## src/rtl/frs_pkg.sv

```systemverilog
// Purpose: Shared constants and types of the frequency reference selector.
// Assumes: Frequencies in 0.01 Hz units, rates in 0.01 Hz/s units.
// Notes:   Register addresses are word indices on the plain register port.
package frs_pkg;

   // ***********************************************
   // Widths
   // ***********************************************
   localparam int unsigned DW = 16;
   localparam int unsigned AW = 5;
   localparam int unsigned NTERM = 6;
   localparam int unsigned ADJW = 24;

   // ***********************************************
   // Register addresses
   // ***********************************************
   localparam logic [AW-1:0] ADDR_COMBINE_MODE = 5'h00;
   localparam logic [AW-1:0] ADDR_RESERVED_SLOT_A = 5'h01;
   localparam logic [AW-1:0] ADDR_RESERVED_SLOT_B = 5'h02;
   localparam logic [AW-1:0] ADDR_UPDOWN_CONTROL_WORD = 5'h03;
   localparam logic [AW-1:0] ADDR_UP_RATE = 5'h04;
   localparam logic [AW-1:0] ADDR_DOWN_RATE = 5'h05;
   localparam logic [AW-1:0] ADDR_SET_FREQUENCY_MONITOR = 5'h06;
   localparam logic [AW-1:0] ADDR_RAMP_REFERENCE_MONITOR = 5'h07;
   localparam logic [AW-1:0] ADDR_ADJUSTMENT_VALUE_MONITOR = 5'h08;
   localparam logic [AW-1:0] ADDR_CHANNEL_A_SOURCE_SELECT = 5'h09;
   localparam logic [AW-1:0] ADDR_CHANNEL_B_SOURCE_SELECT = 5'h0a;
   localparam logic [AW-1:0] ADDR_MAX_OUTPUT_FREQUENCY = 5'h0b;
   localparam logic [AW-1:0] ADDR_TERMINAL_FUNCTION_0 = 5'h0c;

   // ***********************************************
   // Reset values and limits
   // ***********************************************
   localparam logic [DW-1:0] RST_COMBINE_MODE = 16'h0000;
   localparam logic [DW-1:0] RST_UPDOWN_CONTROL_WORD = 16'h0000;
   localparam logic [DW-1:0] RST_RATE = 16'h0032;
   localparam logic [DW-1:0] RST_SOURCE_A = 16'h0000;
   localparam logic [DW-1:0] RST_SOURCE_B = 16'h000f;
   localparam logic [DW-1:0] RST_MAX_FREQ = 16'h1388;
   localparam logic [DW-1:0] RST_TERM_FUNC = 16'h0000;
   localparam logic [DW-1:0] RATE_MIN = 16'h0001;
   localparam logic [DW-1:0] RATE_MAX = 16'h1388;
   localparam logic [DW-1:0] MODE_MAX = 16'h0005;
   localparam logic [DW-1:0] MAX_FREQ_LIMIT = 16'h9c40;
   localparam logic [DW-1:0] CTRL_MAX = 16'h0221;

   // Control word digit positions and legal digit maxima
   localparam int unsigned ONES_LSB = 0;
   localparam int unsigned TENS_LSB = 4;
   localparam int unsigned HUND_LSB = 8;
   localparam logic [3:0] ONES_MAX = 4'h1;
   localparam logic [3:0] TENS_MAX = 4'h2;
   localparam logic [3:0] HUND_MAX = 4'h2;

   // ***********************************************
   // Modes and terminal function codes
   // ***********************************************
   typedef enum logic [2:0] {
      FRS_SRC_A, FRS_SRC_B, FRS_SRC_SUM, FRS_SRC_DIFF, FRS_SRC_MAX, FRS_SRC_MIN
   } frs_mode_e;

   localparam logic [DW-1:0] FN_UP = 16'h000a;
   localparam logic [DW-1:0] FN_DOWN = 16'h000b;
   localparam logic [DW-1:0] FN_CLEAR = 16'h000c;
   localparam logic [DW-1:0] FN_SWAP_AB = 16'h000d;
   localparam logic [DW-1:0] FN_COMB_TO_A = 16'h000e;
   localparam logic [DW-1:0] FN_COMB_TO_B = 16'h000f;
   localparam logic [DW-1:0] SRC_KEYPAD = 16'h0000;

   // ***********************************************
   // Timing
   // ***********************************************
   localparam int unsigned CLK_PERIOD_NS = 40;
   localparam int unsigned TICK_PERIOD_NS = 10_000_000;
   localparam int unsigned TICK_CYCLES = TICK_PERIOD_NS / CLK_PERIOD_NS;
   // Adjustment kept in 0.0001 Hz: one 10 ms tick adds rate * 0.0001 Hz
   localparam logic [ADJW-1:0] ADJ_SCALE = 24'h000064;

   // ***********************************************
   // Carriers
   // ***********************************************
   typedef struct packed {
      logic [AW-1:0] addr;
      logic [DW-1:0] wdata;
      logic wr;
      logic rd;
   } frs_req_s;

   typedef struct packed {
      logic [NTERM-1:0] level;
      logic running;
      logic stop_cmd;
      logic multistep_priority;
   } frs_pins_s;

endpackage

```

## src/rtl/frs_top.sv

```systemverilog
// Purpose: Main reference combination, terminal switching and up/down
//          auxiliary adjustment with set, ramp and adjustment monitors.
// Assumes: Pin levels are asynchronous; channel values come from logic on
//          clk_sys.
// Notes:   All state lives in one struct registered by one process.
//
// Overview of operation
// (RL1) Combine mode picks A, B, sum, difference, max, min
// (RL2) Up terminal raises the adjustment while active
// (RL3) Down terminal lowers the adjustment while active
// (RL4) Clear terminal zeroes the adjustment on activation
// (RL5) Swap terminal exchanges channels A and B in modes A and B only
// (RL6) Terminal forces combined setting to channel A in modes other than A and B
// (RL7) Terminal forces combined setting to channel B in modes other than A and B
// (RL8) Ones digit enables or ignores up/down
// (RL9) Tens zero: only with keypad source
// (RL10) Tens one: valid for every source
// (RL11) Tens two: ignored under multi-step priority
// (RL12) Hundreds zero: adjustment kept across stop
// (RL13) Hundreds one: cleared once drive stopped
// (RL14) Hundreds two: cleared on stop command
// (RL15) Up and down rates programmable, default 0.50
// (RL16) Monitors limited to zero..max, zero after reset
// (RL17) Reference is main result plus adjustment
// (RL18) Adjustment stepped per tick, result saturated
//
// Strobed register access and the register offsets were chosen for this implementation.
`timescale 1ns/100ps
`default_nettype none

module frs_top
   import frs_pkg::*;
#(
   parameter int unsigned TICK_LEN = TICK_CYCLES,
   parameter logic [15:0] RAMP_STEP = 16'h0064
) (
   input wire logic clk_sys,
   input wire logic resetn,
   input wire frs_pkg::frs_req_s req,
   output logic [frs_pkg::DW-1:0] rdata,
   input wire frs_pkg::frs_pins_s pins,
   input wire logic [frs_pkg::DW-1:0] freq_a,
   input wire logic [frs_pkg::DW-1:0] freq_b,
   output logic [frs_pkg::DW-1:0] set_frequency,
   output logic [frs_pkg::DW-1:0] ramp_reference
);
   import frs_pkg::*;

   // ***********************************************
   // State
   // ***********************************************
   typedef struct packed {
      logic [DW-1:0] mode;
      logic [DW-1:0] ctrl;
      logic [DW-1:0] up_rate;
      logic [DW-1:0] dn_rate;
      logic [DW-1:0] src_a;
      logic [DW-1:0] src_b;
      logic [DW-1:0] fmax;
      logic [NTERM-1:0][DW-1:0] tfn;
      frs_pins_s s1;
      frs_pins_s s2;
      logic clr_prev;
      logic stop_prev;
      logic [31:0] tick_cnt;
      logic [ADJW-1:0] adj;
      logic [DW-1:0] set_mon;
      logic [DW-1:0] ramp;
      logic [DW-1:0] rdata;
   } frs_state_s;

   frs_state_s s;
   frs_state_s next_s;

   // True when any terminal carrying the given function is active
   function automatic logic term_on(input logic [NTERM-1:0][DW-1:0] fn,
                                    input logic [NTERM-1:0] lvl,
                                    input logic [DW-1:0] code);
      logic hit;
      hit = 1'b0;
      for (int i = 0; i < NTERM; i++) begin
         if (lvl[i] && fn[i] == code) begin
            hit = 1'b1;
         end
      end
      return hit;
   endfunction

   function automatic logic [DW-1:0] sat(input logic [DW+1:0] v,
                                         input logic [DW-1:0] lim);
      logic [DW+1:0] l;
      l = {2'b00, lim};
      if (v[DW+1]) begin
         return '0;
      end
      if (v > l) begin
         return lim;
      end
      return v[DW-1:0];
   endfunction

   function automatic logic digits_ok(input logic [DW-1:0] w);
      return w[DW-1:12] == '0 && w[ONES_LSB +: 4] <= ONES_MAX
         && w[TENS_LSB +: 4] <= TENS_MAX && w[HUND_LSB +: 4] <= HUND_MAX;
   endfunction

   // ***********************************************
   // Combinational decode
   // ***********************************************
   logic t_up, t_dn, t_clr, t_swap, t_to_a, t_to_b;
   logic clr_edge, stop_edge, tick, gate, running;
   logic [3:0] ones, tens, hund;
   logic [DW-1:0] main_ref, adj_hz;
   logic [DW+1:0] ea, eb, sum;
   logic [ADJW-1:0] adj_lim, adj_up, adj_dn;
   frs_mode_e eff;

   always_comb begin
      t_up = term_on(s.tfn, s.s2.level, FN_UP);
      t_dn = term_on(s.tfn, s.s2.level, FN_DOWN);
      t_clr = term_on(s.tfn, s.s2.level, FN_CLEAR);
      t_swap = term_on(s.tfn, s.s2.level, FN_SWAP_AB);
      t_to_a = term_on(s.tfn, s.s2.level, FN_COMB_TO_A);
      t_to_b = term_on(s.tfn, s.s2.level, FN_COMB_TO_B);
      running = s.s2.running;
      clr_edge = t_clr && !s.clr_prev;
      stop_edge = s.s2.stop_cmd && !s.stop_prev;
      tick = s.tick_cnt == 32'(TICK_LEN - 1);
      ones = s.ctrl[ONES_LSB +: 4];
      tens = s.ctrl[TENS_LSB +: 4];
      hund = s.ctrl[HUND_LSB +: 4];
      // Channel choice after terminal overrides
      eff = frs_mode_e'(s.mode[2:0]);
      case (frs_mode_e'(s.mode[2:0]))
         FRS_SRC_A: begin
            if (t_swap) begin
               eff = FRS_SRC_B; // see (RL5)
            end
         end
         FRS_SRC_B: begin
            if (t_swap) begin
               eff = FRS_SRC_A; // see (RL5)
            end
         end
         default: begin
            // Channel A wins when both overrides are held
            if (t_to_a) begin
               eff = FRS_SRC_A; // see (RL6)
            end else if (t_to_b) begin
               eff = FRS_SRC_B; // see (RL7)
            end
         end
      endcase
      ea = {2'b00, freq_a};
      eb = {2'b00, freq_b};
      case (eff) // see (RL1)
         FRS_SRC_A: sum = ea;
         FRS_SRC_B: sum = eb;
         FRS_SRC_SUM: sum = ea + eb;
         FRS_SRC_DIFF: sum = ea - eb;
         FRS_SRC_MAX: sum = (ea > eb) ? ea : eb;
         FRS_SRC_MIN: sum = (ea < eb) ? ea : eb;
         default: sum = ea;
      endcase
      main_ref = sat(sum, s.fmax);
      // Enable gating of the up/down terminals
      gate = ones == 4'h0; // see (RL8)
      case (tens)
         4'h0: begin
            if (s.src_a != SRC_KEYPAD && s.src_b != SRC_KEYPAD) begin
               gate = 1'b0; // see (RL9)
            end
         end
         4'h1: gate = gate; // see (RL10)
         4'h2: begin
            if (s.s2.multistep_priority) begin
               gate = 1'b0; // see (RL11)
            end
         end
         default: gate = 1'b0;
      endcase
      if (hund != 4'h0 && !running) begin
         gate = 1'b0; // see (RL13) (RL14)
      end
      adj_lim = ADJW'(s.fmax) * ADJ_SCALE;
      adj_up = s.adj + ADJW'(s.up_rate);
      adj_dn = s.adj - ADJW'(s.dn_rate);
      adj_hz = DW'(s.adj / ADJ_SCALE);
   end

   // ***********************************************
   // Next state
   // ***********************************************
   always_comb begin
      next_s = s;
      next_s.s1 = pins;
      next_s.s2 = s.s1;
      next_s.clr_prev = t_clr;
      next_s.stop_prev = s.s2.stop_cmd;
      next_s.tick_cnt = tick ? '0 : s.tick_cnt + 32'h1;
      // Register writes; illegal values are dropped
      if (req.wr) begin
         case (req.addr)
            ADDR_COMBINE_MODE: begin
               if (req.wdata <= MODE_MAX) begin
                  next_s.mode = req.wdata;
               end
            end
            ADDR_UPDOWN_CONTROL_WORD: begin
               if (req.wdata <= CTRL_MAX && digits_ok(req.wdata)) begin
                  next_s.ctrl = req.wdata; // see (RL8)
               end
            end
            ADDR_UP_RATE: begin
               if (req.wdata >= RATE_MIN && req.wdata <= RATE_MAX) begin
                  next_s.up_rate = req.wdata; // see (RL15)
               end
            end
            ADDR_DOWN_RATE: begin
               if (req.wdata >= RATE_MIN && req.wdata <= RATE_MAX) begin
                  next_s.dn_rate = req.wdata; // see (RL15)
               end
            end
            ADDR_CHANNEL_A_SOURCE_SELECT: next_s.src_a = req.wdata;
            ADDR_CHANNEL_B_SOURCE_SELECT: next_s.src_b = req.wdata;
            ADDR_MAX_OUTPUT_FREQUENCY: begin
               if (req.wdata <= MAX_FREQ_LIMIT) begin
                  next_s.fmax = req.wdata;
               end
            end
            default: begin
               for (int i = 0; i < NTERM; i++) begin
                  if (req.addr == ADDR_TERMINAL_FUNCTION_0 + AW'(i)) begin
                     next_s.tfn[i] = req.wdata;
                  end
               end
            end
         endcase
      end
      // Adjustment: stepped once per tick by the programmed rate
      if (tick && gate) begin
         if (t_up && !t_dn) begin
            next_s.adj = (adj_up > adj_lim) ? adj_lim : adj_up; // see (RL2)
         end else if (t_dn && !t_up) begin
            next_s.adj = (s.adj < ADJW'(s.dn_rate)) ? '0 : adj_dn; // see (RL3)
         end
      end
      if (s.adj > adj_lim) begin
         next_s.adj = adj_lim; // see (RL16)
      end
      // Clears take precedence over a step in the same cycle
      if (clr_edge) begin
         next_s.adj = '0; // see (RL4)
      end
      if (hund == 4'h1 && !running) begin
         next_s.adj = '0; // see (RL13)
      end
      if (hund == 4'h2 && stop_edge) begin
         next_s.adj = '0; // see (RL14)
      end
      // hund == 0 leaves the value untouched at stop; see (RL12)
      next_s.set_mon = sat({2'b00, main_ref} + {2'b00, adj_hz}, // see (RL17)
                           s.fmax); // see (RL18)
      // Ramp follows the set value while running, decays to zero at stop
      begin
         logic [DW-1:0] tgt;
         tgt = running ? s.set_mon : '0;
         if (tick) begin
            if (s.ramp + RAMP_STEP < tgt) begin
               next_s.ramp = s.ramp + RAMP_STEP;
            end else if (s.ramp > tgt + RAMP_STEP) begin
               next_s.ramp = s.ramp - RAMP_STEP;
            end else begin
               next_s.ramp = tgt;
            end
         end
      end
      // Read data valid only in the cycle after the strobe
      next_s.rdata = '0;
      if (req.rd) begin
         case (req.addr)
            ADDR_COMBINE_MODE: next_s.rdata = s.mode;
            ADDR_UPDOWN_CONTROL_WORD: next_s.rdata = s.ctrl;
            ADDR_UP_RATE: next_s.rdata = s.up_rate;
            ADDR_DOWN_RATE: next_s.rdata = s.dn_rate;
            ADDR_SET_FREQUENCY_MONITOR: next_s.rdata = s.set_mon; // see (RL16)
            ADDR_RAMP_REFERENCE_MONITOR: next_s.rdata = s.ramp;
            ADDR_ADJUSTMENT_VALUE_MONITOR: next_s.rdata = adj_hz;
            ADDR_CHANNEL_A_SOURCE_SELECT: next_s.rdata = s.src_a;
            ADDR_CHANNEL_B_SOURCE_SELECT: next_s.rdata = s.src_b;
            ADDR_MAX_OUTPUT_FREQUENCY: next_s.rdata = s.fmax;
            default: begin
               for (int i = 0; i < NTERM; i++) begin
                  if (req.addr == ADDR_TERMINAL_FUNCTION_0 + AW'(i)) begin
                     next_s.rdata = s.tfn[i];
                  end
               end
            end
         endcase
      end
   end

   always_ff @(posedge clk_sys or negedge resetn) begin
      if (!resetn) begin
         s <= '0; // see (RL16)
         s.mode <= RST_COMBINE_MODE;
         s.ctrl <= RST_UPDOWN_CONTROL_WORD;
         s.up_rate <= RST_RATE; // see (RL15)
         s.dn_rate <= RST_RATE;
         s.src_a <= RST_SOURCE_A;
         s.src_b <= RST_SOURCE_B;
         s.fmax <= RST_MAX_FREQ;
         s.tfn <= {NTERM{RST_TERM_FUNC}};
      end else begin
         s <= next_s;
      end
   end

   assign rdata = s.rdata;
   assign set_frequency = s.set_mon;
   assign ramp_reference = s.ramp;
endmodule // frs_top

`default_nettype wire

```

## config.mk

```make
export PLATFORM = sky130hd
export DESIGN_NAME = frs_top
export DESIGN_NICKNAME = d
export VERILOG_FILES = /design/src/rtl/frs_pkg.sv /design/src/rtl/frs_top.sv
export SDC_FILE = /design/constraint.sdc
export NUM_CORES = 1
export LEC_CHECK = 0
export ABC_AREA = 1
export BUFFER_PORTS_ARGS = -buffer_cell sky130_fd_sc_hd__buf_2
export CAP_MARGIN = 20
export CORE_AREA = 2 2 308 310
export DETAILED_ROUTE_END_ITERATION = 7
export DIE_AREA = 0 0 310 312
export PLACE_DENSITY = 0.46
export SETUP_SLACK_MARGIN = 0.05
export SLEW_MARGIN = 20
export SYNTH_ARGS = -nofsm -noshare
export SYNTH_HDL_FRONTEND = slang
export SYNTH_SLANG_ARGS = --single-unit
```

## constraint.sdc

```tcl
create_clock -name clk_sys -period 13.93 [get_ports clk_sys]
set_clock_uncertainty 0.15 [all_clocks]
set_input_delay 0 -clock clk_sys [delete_from_list [all_inputs] [get_ports clk_sys]]
set_output_delay 0 -clock clk_sys [all_outputs]
set_load 0.01 [all_outputs]
```

* Word-level counts from Yosys, hierarchy flattened
Index checks and enable logic that the tools add are counted.
** Word-level totals
- Input bits :: 66
- Flip-flop bits (word level) :: 332
- Output and inout port bits :: 48
- Logic and storage cells :: 282
** Operators by class
- Reductions and logical operators :: 80
- Div/mod/pow operators :: 1
- Multiplexer cells :: 83
- Multiply operators :: 1
- Bitwise logic cells :: 1
- Equality and inequality tests :: 62
- Magnitude comparators :: 17
- Add/subtract/negate cells :: 9
** Operators with widths (count)
- $eq A16 B4 Y1 const B :: 36
- $mux W16 :: 20
- $mux W24 :: 9
- $pmux W16 S10 :: 1
- $pmux W18 S5 :: 1
- $logic_and A1 B1 Y1 :: 50
- $gt A24 B23 Y1 :: 2
- $mux W1 :: 45
- $eq A5 B4 Y1 const B :: 8
- $add A16 B16 Y17 :: 2
- $reduce_and A3 Y1 :: 11
- $add A16 B7 Y16 const B :: 2
- $add A32 B1 Y32 const B :: 1
- $eq A32 B18 Y1 const B :: 1
- $gt A16 B16 Y1 :: 2
- $lt A16 B16 Y1 :: 2
- $mux W32 :: 1
- $reduce_bool A16 Y1 :: 2
- $add A24 B16 Y24 :: 1
- $div A24 B7 Y24 const B :: 1
- $lt A24 B16 Y1 :: 1
- $sub A24 B16 Y24 :: 1
- $mul A16 B5 Y21 const B :: 1
- $eq A5 B3 Y1 const B :: 4
- 31 further kinds :: 49

* Depth between registers and ports, before layout
Gate-level depths: netlist of run 1.
- Depth after elaboration :: 24
- Depth in mapped cells :: 118
- Depth with buffers taken out :: 116

* Worst setup path before layout of run 1
Ideal clock, no wire load.
- Kind :: register -> register
- From :: register s[68] (netlist bit)
- To :: register s, in the netlist set_frequency[1]
- Period minus slack after synthesis :: 11466 ps
- Setup time :: 83 ps
- Cell stages (with the launch flop) :: 109
- Setup slack :: 2464 ps
- Buffers on the path :: 2
- Arrival time :: 11233 ps
- Data required time :: 13697 ps
- Path through :: dfrtp_1 > buf_2 > nor2_4 > nand2_2 > a21oi_2 > inv_1 > nand2_1 > nand2_1 > nand2_1 > nand2_2 > nor2_4 > inv_1 > nand3_1 > nand4_2 > nand2_4 > nand2_4 > nand2_1 > nand2_1 > (+73 left out) > a21oi_1 > nor2_1 > o21ai_0 > a21oi_1 > or2_2 > a21oi_1 > o21ai_0 > xor2_1 > ha_1 > nand2_1 > inv_1 > a221oi_1 > nor2_1 > o21a_1 > nor3_1 > clkbuf_1 > nand2_1 > o21ai_0
** RTL lines
- start: declaration :: RTL line frs_top.sv:72 : frs_state_s s;
- start signal: assignment :: RTL line frs_top.sv:315 : s <= next_s;

==> flow_metrics.py, run 1 <==
metrics = {
    "run_status": {
        "status": "finished clean",
    },
    "floorplan": {
        "die_w_um": 310,
        "dieArea_mm2": 0.0967,
        "rows": 112,
        "io_pins": 114,
        "fp.dieH_um": 312,
        "core-area_mm2": 0.0930,
        "start_util_pct": 29.9,
    },
    "timing": {
        "fmax_mhz": 78.1,
        "max_slew_margin_pct": 23.9,
        "period_minus_slack_ns": 12.80,
        "worst_hold_slack_ns": 0.0650,
        "hold_viol_final": 0,
        "tightest_slew_ns": 1.13,
        "slew_viol_final": 0,
        "final.period_utilization_pct": 91.9,
        "setup_viol": 0,
    },
    "clock_network": {
        "cts.sink_count": 332,
        "clk_latency_ns": 0.59,
        "cts-root-buf": "clkbuf_16",
        "cts_buffers": 43,
        "clk_pin_slew_ns": 0.06,
        "clockBufferDepth": 3,
        "cts_tree": "yes",
        "cts_max_level": 2,
    },
    "yosys": {
        "ys_types": 58,
        "syn_inst": 3796,
        "synthesis.nets": 4118,
        "ys_seq_elements": 332,
        "async_reset_ff_share_pct": 100,
        "yosys_warnings": 0,
        "synth_top_cell_by_area": "dfrtp_1",
        "netlist.area_leader.share_pct": 28.5,
        "ys_seq_area_share_pct": 30.0,
        "synthFlopType": "dfrtp_1",
        "synth_area_per_cell_um2": 7.32,
        "synth_edf_count": 0,
        "synth_area_leaders": "dfrtp_1 (29%), ha_1 (11%), nand2_1 (9.7%), inv_1 (7.6%), o21ai_0 (5.9%)",
        "synthesis.area_mm2": 0.0278,
    },
    "worst_hold_path": {
        "holdCritStartpoint": "req[22]",
        "worstHoldEndpoint": "s[212]",
        "hp-class": "in -> reg",
        "holdPathStages": 6,
    },
    "critical_path": {
        "r2r_slack_ns": 1.13,
        "path_class": "reg -> reg",
        "crit_path_top_delay_cell": "dfrtp_2",
        "worstSetupStartpointType": "flop",
        "reg2reg_depth": 107,
        "critical_path_arrival_ns": 13.09,
        "cp-end-kind": "flop",
        "cp_max_fo": 8,
        "required_ns": 14.22,
        "r2r-end": "set_frequency[1]",
        "r2r_start": "s[68]",
        "slowest_delay_ns": 0.46,
        "cp_common_cell": "nand2_4",
    },
    "layout": {
        "post-route-util_pct": 34.2,
        "stdcell_area_mm2": 0.0318,
        "drive_gt1_share_pct": 11.9,
        "final_nets": 4226,
        "fillers": 10052,
        "area_growth_syn_to_layout_pct": 14.6,
    },
    "global_route": {
        "first_global_vias": 24855,
        "grt_max_degree": 82,
        "gr-usage-all-layers_pct": 21.5,
        "grt_overflow": 0,
        "grt_pass1_wl_um": 159000,
        "grt_antenna_before_repair": 4,
    },
    "detailed_routing": {
        "drtAntennaViolNets": 0,
        "totalWireLength_um": 106000,
        "drt_iter0_drc": 2223,
        "drc": 0,
        "wl_per_cell_um": 20.5,
        "num_vias": 26617,
        "via_per_inst": 5.13,
        "firstDrtPassIters": 6,
    },
    "flow_run": {
        "cap_violations": 0,
    },
    "placement": {
        "numPortBuffers": 113,
        "place_hpwl_um": 82400,
        "placed_cell_area_mm2": 0.0295,
        "routabilityCongestion": 0.919,
    },
}
[synthesized netlist by cell type, drive strengths merged, types with 43 or more instances]
library cell,instances
dfrtp,317
o21ai,345
inv,591
nor4,43
clkbuf,96
xor2,86
a21oi,186
buf,57
nor3,79
nand4,110
nor2,259
o211ai,45
nand2,802
nand3,183
ha,240
[flip-flops by register name (all words and copies together) (netlist names)]
| signal | count |
|---|---|
| hund | 4 |
| next_s | 10 |
| ones | 4 |
| ramp_reference | 16 |
| rdata | 16 |
| running | 1 |
| s | 265 |
| set_frequency | 16 |
[area by class of cell]
| cell class | instances | area, um^2 | area share, % |
|---|---|---|---|
| antenna | 1 | 2.50 | 0.00786 |
| clock buffer | 55 | 1180 | 3.71 |
| clock inverter | 22 | 262 | 0.821 |
| inverter | 598 | 2250 | 7.07 |
| multi-input combinational | 2713 | 16700 | 52.5 |
| sequential | 332 | 8330 | 26.2 |
| tap | 1254 | 1570 | 4.93 |
| timing repair buffer | 216 | 1510 | 4.75 |
[cells in the final DEF, fill, tap and decap left out, types with 37 or more instances in the layout]
| cell type | instances |
|---|---|
| dfrtp_1 | 312 |
| o211ai_1 | 45 |
| o221ai_1 | 42 |
| nand2_2 | 54 |
| nor3_1 | 77 |
| buf_2 | 112 |
| dlygate4sd3_1 | 45 |
| clkbuf_16 | 43 |
| nand2_1 | 713 |
| nand4_1 | 98 |
| nor2_1 | 233 |
| o21ai_0 | 325 |
| buf_4 | 53 |
| inv_1 | 557 |
| nor4_1 | 37 |
| ha_1 | 240 |
| nand3_1 | 165 |
| xor2_1 | 86 |
| a21oi_1 | 180 |
[metrics by stage]
stage | setup TNS (ns) | setup WS [ns] | cells
2_1_floorplan | 0 | 2.46 | 3796
3_3_place_gp | 0 | 0.979 | 5045
3_5_place_dp | 0 | 0.740 | 5045
4_1_cts | 0 | 0.745 | 5168
5_1_grt | -0.205 | -0.0345 | 5191
6_report | 0 | 1.13 | 5191
[timing repair]
action                                 in CTS  in global routing
buffers inserted                            0                 18
setup endpoints to repair                   0                 16
hold buffers                               46                  0
gates resized for setup                     0                 63
endpoints found under the hold margin     290                  0
[worst max path at each step]
| stage | startpoint | end | slack [ns] | depth (start not counted) |
|---|---|---|---|---|
| after floorplan | s[68] | set_frequency[1] | 2.46 | 108 |
| after global placement | s[70] | set_frequency[1] | 0.98 | 104 |
| after detailed placement | s[70] | set_frequency[6] | 0.74 | 104 |
| after CTS | s[70] | set_frequency[6] | 0.75 | 102 |
| after global routing | s[69] | set_frequency[6] | -0.03 | 105 |
| final | s[68] | set_frequency[1] | 1.13 | 107 |
[kinds of logic (layout without fill, tap and decap cells)]
family | count (synthesis) | count (layout) | share of synthesized area, %
buffers and inverters | 751 | 891 | 10.8
AOI/OAI and AO/OA | 848 | 848 | 18.5
other | 0 | 1 | 0
and+or+nand+nor | 1495 | 1495 | 25.2
DFF | 332 | 332 | 30.0
adders and majority gates | 256 | 256 | 12.0
xor gates and xnor gates | 114 | 114 | 3.59
[metal layers]
metal / GRT usage [%] / wire (um) / vias to the layer above
li1: - / - / 13027
met1: 30.6 / 49700 / 12776
met2: 34.3 / 48100 / 677
met3: 2.33 / 5110 / 135
met4: 6.43 / 3280 / 2
met5: 0 / 13 / -
[critical path, delay by kind of cell, from the launching register on]
| kind | cells | cell delay (ns) |
|---|---|---|
| fa+ha+maj | 3 | 0.70 |
| xor+xnor | 1 | 0.22 |
| simple gates | 77 | 7.67 |
| compound gates | 17 | 2.60 |
| flops | 1 | 0.46 |
| buf+inv | 9 | 0.85 |
Power of run 1 is left out: the tool's default activity adds up to more than one toggle a clock period on the data nets, which glitch-free logic cannot reach.
==> run 2: changes to the inputs <==
--- a/config.mk
+++ b/config.mk
@@ -8,10 +8,10 @@
 export ABC_AREA = 1
 export BUFFER_PORTS_ARGS = -buffer_cell sky130_fd_sc_hd__buf_2
 export CAP_MARGIN = 20
-export CORE_AREA = 2 2 308 310
+export CORE_AREA = 2 2 267 269
 export DETAILED_ROUTE_END_ITERATION = 7
-export DIE_AREA = 0 0 310 312
-export PLACE_DENSITY = 0.46
+export DIE_AREA = 0 0 269 271
+export PLACE_DENSITY = 0.57
 export SETUP_SLACK_MARGIN = 0.05
 export SLEW_MARGIN = 20
 export SYNTH_ARGS = -nofsm -noshare
==> flow_metrics.py, run 2 (synthesized netlist as in run 1, its figures left out) <==
metrics = {
    "floorplan": {
        "io_pins": 114,
        "die_w_um": 269,
        "rows": 97,
        "start_util_pct": 39.8,
        "dieArea_mm2": 0.0729,
        "fp.dieH_um": 271,
        "core-area_mm2": 0.0698,
    },
    "detailed_routing": {
        "via_per_inst": 5.51,
        "wl_per_cell_um": 20.4,
        "totalWireLength_um": 99200,
        "num_vias": 26799,
        "drt_iter0_drc": 2555,
        "drtAntennaViolNets": 0,
        "firstDrtPassIters": 6,
        "drc": 0,
    },
    "timing": {
        "setup_viol": 0,
        "fmax_mhz": 78.0,
        "tightest_slew_ns": 1.17,
        "max_slew_margin_pct": 21.5,
        "worst_hold_slack_ns": 0.0542,
        "hold_viol_final": 0,
        "slew_viol_final": 0,
        "period_minus_slack_ns": 12.82,
        "final.period_utilization_pct": 92.0,
    },
    "layout": {
        "fillers": 7139,
        "layout_commonest_cell": "nand2_1",
        "regMostFlops": "s",
        "largest_register_ffs": 265,
        "drive_gt1_share_pct": 11.4,
        "final_nets": 4211,
        "final_cell_mix": "nand2_1 (716), inv_1 (557), o21ai_0 (325)",
        "area_growth_syn_to_layout_pct": 12.2,
    },
    "critical_path": {
        "cp_common_cell": "nand2_4",
        "slowest_delay_ns": 0.48,
        "crit_path_top_delay_cell": "dfrtp_2",
        "required_ns": 14.23,
        "worstSetupStartpointType": "flop",
        "reg2reg_depth": 111,
        "critical_path_arrival_ns": 13.11,
        "cp-end-kind": "flop",
        "cp_max_fo": 8,
        "path_class": "reg -> reg",
    },
    "flow_run": {
        "cap_violations": 0,
    },
    "placement": {
        "numPortBuffers": 113,
        "routabilityCongestion": 0.961,
        "place_hpwl_um": 75900,
    },
    "clock_network": {
        "clk_pin_slew_ns": 0.07,
        "clk_latency_ns": 0.60,
        "cts_tree": "yes",
        "cts_buffers": 40,
        "cts_max_level": 2,
        "cts.sink_count": 332,
        "clockBufferDepth": 3,
        "cts-root-buf": "clkbuf_16",
    },
    "global_route": {
        "grt_antenna_before_repair": 1,
        "grt_pass1_wl_um": 151000,
        "grt_max_degree": 159,
        "gr-usage-all-layers_pct": 26.9,
        "first_global_vias": 25211,
        "grt_overflow": 0,
    },
    "worst_hold_path": {
        "hp-class": "in -> reg",
        "holdPathStages": 6,
    },
    "run_status": {
        "status": "finished clean",
    },
}
## run 2: cell types whose count changed in the layout (fill, tap and decap cells not counted), moves of 4 or more
cell and change:
dlygate4sd3_1 -6, clkbuf_8 -5, nor2_1 +4, nor2_4 -4, buf_4 -7
## run 2: timing repair
item                                    CTS  global route
endpoints found under the setup margin    0            16
resized for setup                         0            54
hold buffers                             40             0
buffers inserted                          0            17
hold endpoints to repair                283             0
## run 2: final cells by class
class / count / area (um^2) / share of cell area [%]
Multi-Input combinational cell: 2713 / 16700 / 53.4
Sequential cell: 332 / 8330 / 26.7
Inverter: 598 / 2250 / 7.23
Timing Repair Buffer: 204 / 1400 / 4.50
Tap cell: 940 / 1180 / 3.77
Clock buffer: 49 / 1070 / 3.42
Clock inverter: 25 / 280 / 0.899
Antenna cell: 2 / 5.00 / 0.0161
## run 2: path summary, 6_finish.rpt
path | start | to | slack (ns)
max in group asynchronous | resetn | s[114] | 11.39
min in group asynchronous | resetn | ramp_reference[11] | 0.41
min reg2reg | next_s[107] | next_s[104] | 0.19
max | s[68] | set_frequency[1] | 1.11
min | req[20] | rdata[7] | 0.05
max reg2reg | s[68] | set_frequency[1] | 1.11
## run 2: per-layer routing
| metal | vias to the layer above | part of all wire [%] | track usage (%) |
|---|---|---|---|
| li1 | 13003 | - | - |
| met1 | 12725 | 45 | 37.5 |
| met2 | 898 | 44 | 41.8 |
| met3 | 173 | 7.1 | 4.59 |
| met4 | 0 | 3.9 | 9.12 |
| met5 | - | 0 | 0 |
## run 2: metrics by stage
stage	setup slack, ns	std cells	cell area (um^2)	utilization (%)	setup TNS, ns
finish	1.11	4863	31200	44.7	0
global route	-0.113	4861	31200	44.7	-1.44
CTS	0.787	4841	30800	44.2	0
global placement	1.20	4727	29100	41.6	0
detailed placement	0.821	4727	29100	41.6	0
floorplan	2.46	3796	27800	-	0
## run 2: worst max-delay path, delay by kind of cell, from the launching register on
kind / cells / cell delay (ns)
AO/OA/AOI/OAI: 15 / 2.15
adder cells (fa/ha/maj): 3 / 0.72
XOR/XNOR: 1 / 0.19
flip-flops: 1 / 0.48
buffers and inverters: 7 / 0.67
AND/OR/NAND/NOR: 85 / 8.23
Power of run 2 is left out for the same reason.
